$ cat src/pkg/port_pkg.sv
// constants for the output-port and tone-select block
// assumes a 32-bit AXI4-Lite register bus and one 50 MHz clock
package port_pkg;
   // register byte offsets
   localparam logic [7:0] ADDR_PORT_N = 8'h00; // tone-shared port latch
   localparam logic [7:0] ADDR_PORT_A = 8'h04; // output-only port a
   localparam logic [7:0] ADDR_PORT_B = 8'h08; // output-only port b
   localparam logic [7:0] ADDR_TONE = 8'h0c; // tone-select word
   localparam logic [7:0] ADDR_BDIR_CFG = 8'h10; // bidir direction
   localparam logic [7:0] ADDR_BDIR_DATA = 8'h14; // bidir out/in
   localparam logic [7:0] ADDR_HOLD_EN = 8'h18; // hold-enable flag
   localparam logic [7:0] ADDR_CLK_STOP = 8'h1c; // clock-stop command
   localparam logic [7:0] ADDR_STATUS = 8'h20; // block state
   // tone-select word fields
   localparam int TONE_MODE_BIT = 3;
   localparam int TONE_CODE_W = 3;
   // reset values
   localparam logic [3:0] PORT_RST = 4'h0;
   localparam logic [2:0] TONE_CODE_RST = 3'h0;
   // tone half period for code 0, in sys_clk cycles (1 kHz at 50 MHz)
   localparam int TONE_HALF0 = 25000;
   localparam int TONE_CNT_W = 16;
   // bus responses
   localparam logic [1:0] RESP_OKAY = 2'h0;
   localparam logic [1:0] RESP_SLVERR = 2'h2;
   // register selector
   typedef enum {
      SEL_PORT_N, SEL_PORT_A, SEL_PORT_B, SEL_TONE, SEL_BDIR_CFG,
      SEL_BDIR_DATA, SEL_HOLD_EN, SEL_CLK_STOP, SEL_STATUS, SEL_NONE
   } reg_sel_t;
endpackage : port_pkg

$ cat src/pkg/tone_if.sv
// control and result of the tone generator
// assumes both ends run on sys_clk
`timescale 1ns/1ps
interface tone_if;
   logic en; // tone mode selected
   logic [2:0] code; // frequency code
   logic wave; // square wave
   modport gen (input en, input code, output wave);
   modport ctl (output en, output code, input wave);
endinterface : tone_if

$ cat src/port_block.sv
// output-only ports, tone-shared port and single bidirectional pin
// assumes AXI4-Lite master on sys_clk; pins and hold pin are asynchronous
// Summary of operation
// - tone word bit 3 clear: shared pin outputs its port latch bit.
// - tone word bit 3 set: shared pin outputs the tone instead.
// - tone word bits 2..0 pick the tone frequency.
// - other three pins of the shared port are plain outputs only.
// - in tone mode a port write updates the latch, not the pin.
// - all output-only pins float while clock stop is active.
// - output-only ports float from reset until their first write.
// - bidir direction from config word; data via register out/in.
// - no bit operations on the bidir pin; a write takes effect only with wstrb bit 0 set.
// - in clock stop the bidir pin floats and its input is disabled.
// - reset makes the bidir pin an input.
// - stop needs hold enable, hold low, stop command; hold high exits.
`timescale 1ns/1ps
module port_block #(
   parameter int TONE_HALF = port_pkg::TONE_HALF0 // tone half period
) (
   input wire logic sys_clk, // system clock 50 MHz
   input wire logic sys_rst, // synchronous reset, high
   input wire logic [7:0] awaddr, // write address
   input wire logic awvalid, // write address valid
   output logic awready, // write address ready
   input wire logic [31:0] wdata, // write data
   input wire logic [3:0] wstrb, // write strobes
   input wire logic wvalid, // write data valid
   output logic wready, // write data ready
   output logic [1:0] bresp, // write response
   output logic bvalid, // write response valid
   input wire logic bready, // write response ready
   input wire logic [7:0] araddr, // read address
   input wire logic arvalid, // read address valid
   output logic arready, // read address ready
   output logic [31:0] rdata, // read data
   output logic [1:0] rresp, // read response
   output logic rvalid, // read data valid
   input wire logic rready, // read data ready
   output logic [3:0] tone_port_o, // bit0 tone_shared_pin
   output logic [3:0] tone_port_oe_n, // low drives
   output logic [3:0] out_port_a_o, // output-only port a
   output logic [3:0] out_port_a_oe_n, // low drives
   output logic [3:0] out_port_b_o, // output-only port b
   output logic [3:0] out_port_b_oe_n, // low drives
   input wire logic single_bidir_pin_i, // pin level
   output logic single_bidir_pin_o, // pin drive value
   output logic single_bidir_pin_oe_n, // low drives
   input wire logic hold_pin_i, // hold pin, asynchronous
   output logic clk_stop_o // clock stop active
);
   import port_pkg::*;

   // address decode, shared by the write and read paths
   function automatic reg_sel_t decode(input logic [7:0] a);
      case (a)
         ADDR_PORT_N: decode = SEL_PORT_N;
         ADDR_PORT_A: decode = SEL_PORT_A;
         ADDR_PORT_B: decode = SEL_PORT_B;
         ADDR_TONE: decode = SEL_TONE;
         ADDR_BDIR_CFG: decode = SEL_BDIR_CFG;
         ADDR_BDIR_DATA: decode = SEL_BDIR_DATA;
         ADDR_HOLD_EN: decode = SEL_HOLD_EN;
         ADDR_CLK_STOP: decode = SEL_CLK_STOP;
         ADDR_STATUS: decode = SEL_STATUS;
         default: decode = SEL_NONE;
      endcase
   endfunction : decode

   logic awready_q, wready_q, bvalid_q, arready_q, rvalid_q;
   logic aw_have_q, w_have_q;
   logic [7:0] waddr_q;
   logic [31:0] wdata_q;
   logic [3:0] wstrb_q;
   logic [1:0] bresp_q, rresp_q;
   logic [31:0] rdata_q;
   logic aw_hs, w_hs, ar_hs, wr_go;
   reg_sel_t wsel;
   logic [3:0] n_latch_q, a_latch_q, b_latch_q;
   logic n_drive_q, a_drive_q, b_drive_q;
   logic tone_mode_q;
   logic [2:0] tone_code_q;
   logic bdir_out_q, bdir_latch_q;
   logic hold_en_q, clk_stop_q;
   logic hold_m_q, hold_s_q, bpin_m_q, bpin_s_q;
   logic [3:0] tone_o_q, tone_oe_n_q;
   logic [3:0] a_o_q, a_oe_n_q, b_o_q, b_oe_n_q;
   logic bpin_o_q, bpin_oe_n_q;
   logic bdir_in;
   tone_if tone ();

   assign aw_hs = awvalid & awready_q;
   assign w_hs = wvalid & wready_q;
   assign ar_hs = arvalid & arready_q;
   assign wr_go = aw_have_q & w_have_q & ~bvalid_q;
   assign wsel = decode(waddr_q);

   // write address channel; one write in flight at a time
   always_ff @(posedge sys_clk) begin
      if (sys_rst) begin
         awready_q <= 1'b0;
         aw_have_q <= 1'b0;
         waddr_q <= 8'h00;
      end else if (aw_hs) begin
         awready_q <= 1'b0;
         aw_have_q <= 1'b1;
         waddr_q <= awaddr;
      end else if (wr_go) begin
         aw_have_q <= 1'b0;
      end else if (!aw_have_q && !bvalid_q) begin
         awready_q <= 1'b1;
      end
   end

   // write data channel, taken independently of the address
   always_ff @(posedge sys_clk) begin
      if (sys_rst) begin
         wready_q <= 1'b0;
         w_have_q <= 1'b0;
         wdata_q <= 32'h0000_0000;
         wstrb_q <= 4'h0;
      end else if (w_hs) begin
         wready_q <= 1'b0;
         w_have_q <= 1'b1;
         wdata_q <= wdata;
         wstrb_q <= wstrb;
      end else if (wr_go) begin
         w_have_q <= 1'b0;
      end else if (!w_have_q && !bvalid_q) begin
         wready_q <= 1'b1;
      end
   end

   // write response once both halves are in
   always_ff @(posedge sys_clk) begin
      if (sys_rst) begin
         bvalid_q <= 1'b0;
         bresp_q <= RESP_OKAY;
      end else if (wr_go) begin
         bvalid_q <= 1'b1;
         bresp_q <= (wsel == SEL_NONE) ? RESP_SLVERR : RESP_OKAY;
      end else if (bvalid_q && bready) begin
         bvalid_q <= 1'b0;
      end
   end

   // output latches; a write is the port's output instruction
   always_ff @(posedge sys_clk) begin
      if (sys_rst) begin
         n_latch_q <= PORT_RST;
         a_latch_q <= PORT_RST;
         b_latch_q <= PORT_RST;
         n_drive_q <= 1'b0;
         a_drive_q <= 1'b0;
         b_drive_q <= 1'b0;
      end else if (wr_go && wstrb_q[0]) begin
         case (wsel)
            SEL_PORT_N: begin
               n_latch_q <= wdata_q[3:0];
               n_drive_q <= 1'b1;
            end
            SEL_PORT_A: begin
               a_latch_q <= wdata_q[3:0];
               a_drive_q <= 1'b1;
            end
            SEL_PORT_B: begin
               b_latch_q <= wdata_q[3:0];
               b_drive_q <= 1'b1;
            end
            default: begin
            end
         endcase
      end
   end

   // tone select, bidir and hold controls
   always_ff @(posedge sys_clk) begin
      if (sys_rst) begin
         tone_mode_q <= 1'b0;
         tone_code_q <= TONE_CODE_RST;
         bdir_out_q <= 1'b0;
         bdir_latch_q <= 1'b0;
         hold_en_q <= 1'b0;
      end else if (wr_go && wstrb_q[0]) begin
         case (wsel)
            SEL_TONE: begin
               tone_mode_q <= wdata_q[TONE_MODE_BIT];
               tone_code_q <= wdata_q[TONE_CODE_W-1:0];
            end
            SEL_BDIR_CFG: bdir_out_q <= wdata_q[0];
            // only a write with wstrb bit 0 set reaches the bidir latch
            SEL_BDIR_DATA: bdir_latch_q <= wdata_q[0];
            SEL_HOLD_EN: hold_en_q <= wdata_q[0];
            default: begin
            end
         endcase
      end
   end

   // pin synchronisers; the first stage feeds only the second
   always_ff @(posedge sys_clk) begin
      if (sys_rst) begin
         hold_m_q <= 1'b1;
         hold_s_q <= 1'b1;
         bpin_m_q <= 1'b0;
         bpin_s_q <= 1'b0;
      end else begin
         hold_m_q <= hold_pin_i;
         hold_s_q <= hold_m_q;
         bpin_m_q <= single_bidir_pin_i;
         bpin_s_q <= bpin_m_q;
      end
   end

   // clock stop; a stop command with hold high is simply ignored
   always_ff @(posedge sys_clk) begin
      if (sys_rst) begin
         clk_stop_q <= 1'b0;
      end else if (clk_stop_q && hold_s_q) begin
         clk_stop_q <= 1'b0;
      end else if (wr_go && wsel == SEL_CLK_STOP && hold_en_q &&
         !hold_s_q) begin
         clk_stop_q <= 1'b1;
      end
   end

   assign tone.en = tone_mode_q;
   assign tone.code = tone_code_q;

   tone_gen #(.HALF0(TONE_HALF)) u_tone (
      .sys_clk(sys_clk),
      .sys_rst(sys_rst),
      .t(tone.gen)
   );

   // pin registers; every pin comes straight from a flip-flop
   always_ff @(posedge sys_clk) begin
      if (sys_rst) begin
         tone_o_q <= 4'h0;
         tone_oe_n_q <= 4'hf;
         a_o_q <= 4'h0;
         a_oe_n_q <= 4'hf;
         b_o_q <= 4'h0;
         b_oe_n_q <= 4'hf;
      end else begin
         tone_o_q[0] <= tone_mode_q ? tone.wave : n_latch_q[0];
         tone_o_q[3:1] <= n_latch_q[3:1];
         tone_oe_n_q <= {4{~n_drive_q | clk_stop_q}};
         a_o_q <= a_latch_q;
         a_oe_n_q <= {4{~a_drive_q | clk_stop_q}};
         b_o_q <= b_latch_q;
         b_oe_n_q <= {4{~b_drive_q | clk_stop_q}};
      end
   end

   // bidir pin drives only when configured out and running
   always_ff @(posedge sys_clk) begin
      if (sys_rst) begin
         bpin_o_q <= 1'b0;
         bpin_oe_n_q <= 1'b1;
      end else begin
         bpin_o_q <= bdir_latch_q;
         bpin_oe_n_q <= ~bdir_out_q | clk_stop_q;
      end
   end

   // input path closed in clock stop; output mode reads its latch
   assign bdir_in = clk_stop_q ? 1'b0 :
      (bdir_out_q ? bdir_latch_q : bpin_s_q);

   // read channel, answered at the same edge that takes the address
   always_ff @(posedge sys_clk) begin
      if (sys_rst) begin
         arready_q <= 1'b0;
         rvalid_q <= 1'b0;
         rdata_q <= 32'h0000_0000;
         rresp_q <= RESP_OKAY;
      end else if (ar_hs) begin
         arready_q <= 1'b0;
         rvalid_q <= 1'b1;
         rresp_q <= RESP_OKAY;
         rdata_q <= 32'h0000_0000;
         case (decode(araddr))
            SEL_PORT_N: rdata_q[3:0] <= n_latch_q;
            SEL_PORT_A: rdata_q[3:0] <= a_latch_q;
            SEL_PORT_B: rdata_q[3:0] <= b_latch_q;
            SEL_TONE: rdata_q[3:0] <= {tone_mode_q, tone_code_q};
            SEL_BDIR_CFG: rdata_q[0] <= bdir_out_q;
            SEL_BDIR_DATA: rdata_q[0] <= bdir_in;
            SEL_HOLD_EN: rdata_q[0] <= hold_en_q;
            SEL_CLK_STOP: rdata_q[0] <= clk_stop_q;
            SEL_STATUS: rdata_q[5:0] <= {tone.wave, b_drive_q,
               a_drive_q, n_drive_q, hold_s_q, clk_stop_q};
            default: rresp_q <= RESP_SLVERR;
         endcase
      end else if (rvalid_q && rready) begin
         rvalid_q <= 1'b0;
      end else if (!rvalid_q) begin
         arready_q <= 1'b1;
      end
   end

   assign awready = awready_q;
   assign wready = wready_q;
   assign bvalid = bvalid_q;
   assign bresp = bresp_q;
   assign arready = arready_q;
   assign rvalid = rvalid_q;
   assign rdata = rdata_q;
   assign rresp = rresp_q;
   assign tone_port_o = tone_o_q;
   assign tone_port_oe_n = tone_oe_n_q;
   assign out_port_a_o = a_o_q;
   assign out_port_a_oe_n = a_oe_n_q;
   assign out_port_b_o = b_o_q;
   assign out_port_b_oe_n = b_oe_n_q;
   assign single_bidir_pin_o = bpin_o_q;
   assign single_bidir_pin_oe_n = bpin_oe_n_q;
   assign clk_stop_o = clk_stop_q;
endmodule : port_block

$ cat src/tone_gen.sv
// square-wave tone from a sys_clk divider, eight distinct rates
// assumes code is steady for the length of a tone
`timescale 1ns/1ps
module tone_gen #(
   parameter int HALF0 = port_pkg::TONE_HALF0 // half period, code 0
) (
   input wire logic sys_clk, // system clock
   input wire logic sys_rst, // synchronous reset, high
   tone_if.gen t // tone control
);
   import port_pkg::*;
   logic [TONE_CNT_W-1:0] cnt_q;
   logic [TONE_CNT_W-1:0] limit;
   logic tick;
   logic wave_q;

   // each code halves the period, so all eight rates differ
   assign limit = TONE_CNT_W'(HALF0) >> t.code;
   assign tick = (cnt_q >= limit - 1'b1);

   // divider producing a one-cycle enable
   always_ff @(posedge sys_clk) begin
      if (sys_rst || !t.en || tick) begin
         cnt_q <= '0;
      end else begin
         cnt_q <= cnt_q + 1'b1;
      end
   end

   // wave flips on each enable pulse
   always_ff @(posedge sys_clk) begin
      if (sys_rst || !t.en) begin
         wave_q <= 1'b0;
      end else if (tick) begin
         wave_q <= ~wave_q;
      end
   end

   assign t.wave = wave_q;
endmodule : tone_gen
$ cat config.mk
export PLATFORM = sky130hd
export DESIGN_NAME = port_block
export DESIGN_NICKNAME = d
export VERILOG_FILES = /design/src/pkg/port_pkg.sv /design/src/pkg/tone_if.sv /design/src/port_block.sv /design/src/tone_gen.sv
export SDC_FILE = /design/constraint.sdc
export NUM_CORES = 1
export LEC_CHECK = 0
export ABC_CLOCK_PERIOD_IN_PS = 5000
export BUFFER_PORTS_ARGS = -buffer_cell sky130_fd_sc_hd__buf_4
export CAP_MARGIN = 25
export CORE_AREA = 3 3 100 102
export CTS_CLUSTER_SIZE = 25
export DETAILED_ROUTE_END_ITERATION = 8
export DIE_AREA = 0 0 103 105
export GPL_TIMING_DRIVEN = 0
export PLACE_DENSITY = 0.79
export SLEW_MARGIN = 0
export SYNTH_ARGS = -nofsm -noshare
export SYNTH_HDL_FRONTEND = slang
export SYNTH_HIERARCHICAL = 1
export SYNTH_SLANG_ARGS = --single-unit
$ cat constraint.sdc
create_clock -name sys_clk -period 5 [get_ports sys_clk]
set_input_delay 0.75 -clock sys_clk [delete_from_list [all_inputs] [get_ports sys_clk]]
set_output_delay 0.75 -clock sys_clk [all_outputs]
set_load 0.03 [all_outputs]
Word level (Yosys, flattened, before mapping)
Index checks and enable logic that the tools add are counted.
{"block": "word_totals", "ff_bits": 91, "out_inout_bits": 68}
{"block": "op_classes", "eq_ne": 32, "shift": 1, "n_mux": 19, "n_reduce_logical": 40, "order_cmp": 1, "n_addsub": 2, "bitwise_logic": 18}
{"cell": "equality test 32 x 3 -> 1 bit, second input constant", "count": 7}
{"cell": "equality test 32 x 2 -> 1 bit, second input constant", "count": 4}
{"cell": "case mux 4 bit (9 select lines)", "count": 2}
{"cell": "equality test 32 x 1 -> 1 bit, second input constant", "count": 2}
{"cell": "equality test 32 x 4 -> 1 bit, second input constant", "count": 2}
{"cell": "equality test 8 x 5 -> 1 bit, second input constant", "count": 8}
{"cell": "logical NOT 32 bit", "count": 2}
{"cell": "2-to-1 mux 32 bit", "count": 2}
{"cell": "equality test 32 x 5 -> 1 bit, second input constant", "count": 1}
{"cell": "equality test 8 x 4 -> 1 bit, second input constant", "count": 4}
{"cell": "AND reduction 2 bit", "count": 10}
{"cell": "adder 16 x 1 -> 16 bit, second input constant", "count": 1}
{"cell": "equality test 8 x 3 -> 1 bit, second input constant", "count": 2}
{"cell": "equality test 8 x 6 -> 1 bit, second input constant", "count": 2}
{"cell": "greater-or-equal comparator 16 bit", "count": 1}
{"cell": "logical NOT 8 bit", "count": 2}
{"cell": "right shift 15 x 3 -> 16 bit, first input constant", "count": 1}
{"cell": "subtractor 16 x 1 -> 16 bit, second input constant", "count": 1}
{"cell": "case mux 3 bit (5 select lines)", "count": 1}
{"cell": "2-to-1 mux 1 bit", "count": 10}
{"cell": "OR reduction 2 bit", "count": 5}
{"cell": "logical AND 1 bit", "count": 9}
{"cell": "NOT 1 bit", "count": 9}
{"cell": "OR reduction 9 bit", "count": 1}
{"cell": "other kinds (7)", "count": 24}

Longest topological paths before layout
{"block": "depth", "ltp_word": 7, "mapped_depth": 15, "mapped_depth_nobuf": 13}

Modules after synthesis
The synthesis kept the hierarchy.
{"mod": "port_block", "n_inst": 1, "cells_per_inst": 331, "area_per_inst_um2": 3024.2}
{"mod": "tone_gen", "n_inst": 1, "cells_per_inst": 180, "area_per_inst_um2": 1511.4}

Worst setup path before layout
Ideal clock, no wire load.
{"block": "synth_path", "path_kind": "register to register", "start": "register tone_code_q[2] (netlist: tone.code[2])", "end": "register u_tone.cnt_q[9]", "period_less_slack_ps": 3239, "stages_incl_launch_ff": 15, "t_arrival_ps": 3125, "n_path_buf": 2, "setup_slack_ps": 1761, "cell_sequence": "dfxtp_1 clkbuf_1 inv_1 ha_1 nand2b_1 nor4_1 a21boi_0 o21ai_0 ha_1 nand4_1 nor2_1 or4b_4 nand4_4 buf_6 nor2_1"}
{"block": "synth_via", "elab_chain_cells": 4}
{"item": "from (decl)", "line_no": "port_block.sv:81", "source": "logic [2:0] tone_code_q;"}
{"item": "from (signal assigned)", "line_no": "port_block.sv:187", "source": "tone_code_q <= wdata_q[TONE_CODE_W-1:0];"}
{"item": "right shift 15 x 3 -> 16 bit", "line_no": "tone_gen.sv:18", "source": "assign limit = TONE_CNT_W'(HALF0) >> t.code;"}
{"item": "subtractor 16 x 1 -> 16 bit", "line_no": "tone_gen.sv:19", "source": "assign tick = (cnt_q >= limit - 1'b1);"}
{"item": "greater-or-equal comparator 16 bit", "line_no": "tone_gen.sv:19"}
{"item": "logical OR 1 bit", "line_no": "tone_gen.sv:23", "source": "if (sys_rst || !t.en || tick) begin"}
{"item": "to (signal assigned)", "line_no": "tone_gen.sv:26", "source": "cnt_q <= cnt_q + 1'b1;"}
{"item": "to (decl)", "line_no": "tone_gen.sv:12", "source": "logic [TONE_CNT_W-1:0] cnt_q;"}
Every way passes these cells.
A chain may end at the register's enable or synchronous reset.

Worst setup path in the final report
Ends and elaborated chain as after synthesis.

==> results.py <==
metrics = {
    "timing": {
        "hold_ws_ns": 0.404,
        "finClkSkew_ns": 0.0141,
        "max_freq_mhz": 246,
        "rsz0062_at_grt": "false",
        "hold_violations": 0,
        "slew_violations": 0,
        "tns_ns": 0,
        "setup_viol": 0,
        "period_minus_slack_ns": 4.07,
        "period_share_pct": 81.4,
        "tightest_slew_ns": 0.621,
        "max-slew-margin-rel_pct": 58.3,
    },
    "cts": {
        "post_cts_resized": 0,
        "cts_buffer_depth": 2,
        "post_cts.repair.setup_buffers": 0,
        "root_buffer": "clkbuf_8",
        "clkTransAtPathRegs_ns": 0.10,
        "cts_made_buffers": 9,
        "htree_levels": 3,
        "clock_latency_ns": 0.37,
        "cts_tree": "done",
        "ctsHoldBuffers": 0,
        "cts_sinks": 89,
    },
    "layout": {
        "n_antenna_cell": 0,
        "nets": 708,
        "nFillCells": 800,
        "syn_to_final_growth_pct": 20.5,
        "multi_input_area_um2": 2410,
        "top_register": "u_tone/cnt_q",
        "layout-drive-gt1-share_pct": 24.8,
        "largest_register_ffs": 16,
        "utilization_pct": 59.4,
        "register_area_um2": 1780,
    },
    "setup_path": {
        "start_kind": "register",
        "cp.required_ns": 5.26,
        "crit_arrival_ns": 4.33,
        "critPathMaxFanout": 10,
        "crit_type": "reg -> reg",
        "endpoint_kind": "register",
    },
    "route": {
        "drtIter0Drc": 174,
        "vias": 3838,
        "drt-vias-per-instance": 5.24,
        "routed_wl_mm": 9.95,
        "wire_per_inst_um": 13.6,
        "drc": 0,
        "drtPass1Iterations": 5,
        "antenna_left": 0,
    },
    "die": {
        "start_util_pct": 49.3,
        "die_w_um": 103,
        "num_rows": 35,
        "die_y_um": 105,
        "core_area_um2": 9200,
        "boundaryPins": 129,
        "dieArea_um2": 10800,
    },
    "synth": {
        "post-synth-top-area-cell": "dfxtp_1",
        "ys_seq_area_share_pct": 39.3,
        "synth_ff_type": "dfxtp_1",
        "synth.area.top_cells": "dfxtp_1, ha_1, buf_4, nand2_1, a21oi_1",
        "synth_area_um2": 4540,
        "yosysMostFrequentCell": "dfxtp_1",
        "async_flop_share_pct": 0,
        "synth_edf_count": 0,
        "synth.distinct_cells": 61,
        "synthTopCellsByCount": "dfxtp_1, nand2_1, nor2_1",
        "yosys_register_bits": 89,
        "avgSynthCellArea_um2": 8.88,
        "synthCells": 511,
        "yosysTopAreaCellShare_pct": 39.3,
        "yosysWarningCount": 6,
    },
    "placement": {
        "gp_congestion": 0.922,
        "placement.io_buffers": 68,
        "post-dp-hpwl_mm": 7.60,
    },
    "grt": {
        "grt_pass1_vias": 3508,
        "grt_usage_pct": 18.3,
        "grt_overflow": 0,
        "grt_pass1_wl_mm": 16.0,
        "grt_max_degree": 17,
        "antenna_found_initial": 0,
    },
    "power": {
        "total_power_mw": 1.33,
        "powerDensity_nw_per_um2": 243,
        "peakVddDrop_uv": 138,
        "leakage_nw": 2.26,
    },
    "run_status": {
        "status": "finished, final reports clean",
    },
    "run": {
        "drv_cap": 0,
    },
    "min_path": {
        "holdCritPathClass": "reg -> reg",
    },
}
-- metrics by stage --
| step | setup WS [ns] | instance area (um^2) | std cells |
|---|---|---|---|
| after detailed placement | 1.06 | 5290 | 717 |
| final | 0.932 | 5460 | 733 |
| after CTS | 1.04 | 5460 | 733 |
| after global routing | 0.769 | 5460 | 733 |
| after floorplan | 1.76 | 4640 | 538 |
| after global placement | 1.16 | 5290 | 717 |
-- critical path, cell delays in order, from the launching register on --
cell,delay [ns]
dfxtp_1,0.58
clkbuf_1,0.42
inv_1,0.21
ha_1,0.38
nand2b_1,0.10
nor4_1,0.22
a21boi_0,0.28
o21ai_0,0.14
ha_1,0.31
nand4_1,0.14
nor2_1,0.22
or4b_4,0.54
nand4_4,0.18
buf_6,0.18
nor2_1,0.07
-- cell families after synthesis --
kind of cell | after synthesis | synth area share, %
AOI/OAI and AO/OA | 87 | 11.7
DFF | 89 | 39.3
muxes | 14 | 4.19
adders and majority gates | 30 | 8.44
xor gates and xnor gates | 16 | 3.09
other | 1 | 0.0827
and+or+nand+nor | 198 | 23.4
buffers and inverters | 76 | 9.77
-- layout by cell type (no fill, tap or decap), types with 2 or more instances in the layout --
cell        synthesis  routed
a21o_1              2       2
xnor2_1            10      10
and2_1              2       2
buf_4              37     105
nand2_1            49      49
a21oi_1            35      35
inv_1              19      19
nand4_1            11      11
nor2_1             45      45
o21ai_0            22      22
buf_1               3       3
buf_2               3       3
ha_1               29      29
and3b_1             3       3
a31o_2              3       3
or2_2               5       5
clkinvlp_4          0       4
nor3_1              9       9
a22oi_1             4       4
clkbuf_8            0       9
nor4_1              2       2
nand2b_1            6       6
mux4_2              4       4
mux2i_1            10      10
conb_1              1      28
nand3_1            23      23
buf_6               2       2
nor2b_1            20      20
a2111oi_0           2       2
nor2_2              7       7
a31oi_1             4       4
nand4b_2            3       3
o31ai_1             2       2
dfxtp_1            89      89
xor2_1              6       6
clkbuf_1           12      13
-- cell type report --
class / instances / area share (%)
inverter: 19 / 1.31
tap: 111 / 2.54
buffer: 57 / 6.80
clock buffer: 10 / 2.34
timing repair buffer: 68 / 9.34
multi-input combinational: 373 / 44.1
clock inverter: 6 / 0.916
sequential: 89 / 32.6
-- metal layers --
layer,track usage [%],vias to the layer above,share of wire [%]
met5,0,-,0
li1,-,1914,-
met3,5.07,14,6.5
met4,6.20,0,1.9
met2,29.1,125,48
met1,23.6,1785,44
-- power breakdown --
part / total, mW / internal (mW) / switching, mW
Clock: 0.460 / 0.186 / 0.274
Sequential: 0.731 / 0.720 / 0.0107
Combinational: 0.138 / 0.0537 / 0.0846
-- final timing paths --
path                            slack [ns]                  to    startpoint  cells past startpoint
worst max register to register        0.93     u_tone/cnt_q[9]  tone.code[2]                     14
worst max-delay path                  0.93     u_tone/cnt_q[9]  tone.code[2]                     14
worst min-delay path                  0.40  out_port_b_oe_n[0]     b_drive_q                      1
worst min register to register        0.40  out_port_b_oe_n[0]     b_drive_q                      1
Note: power is estimated with default switching activity, not from simulation.
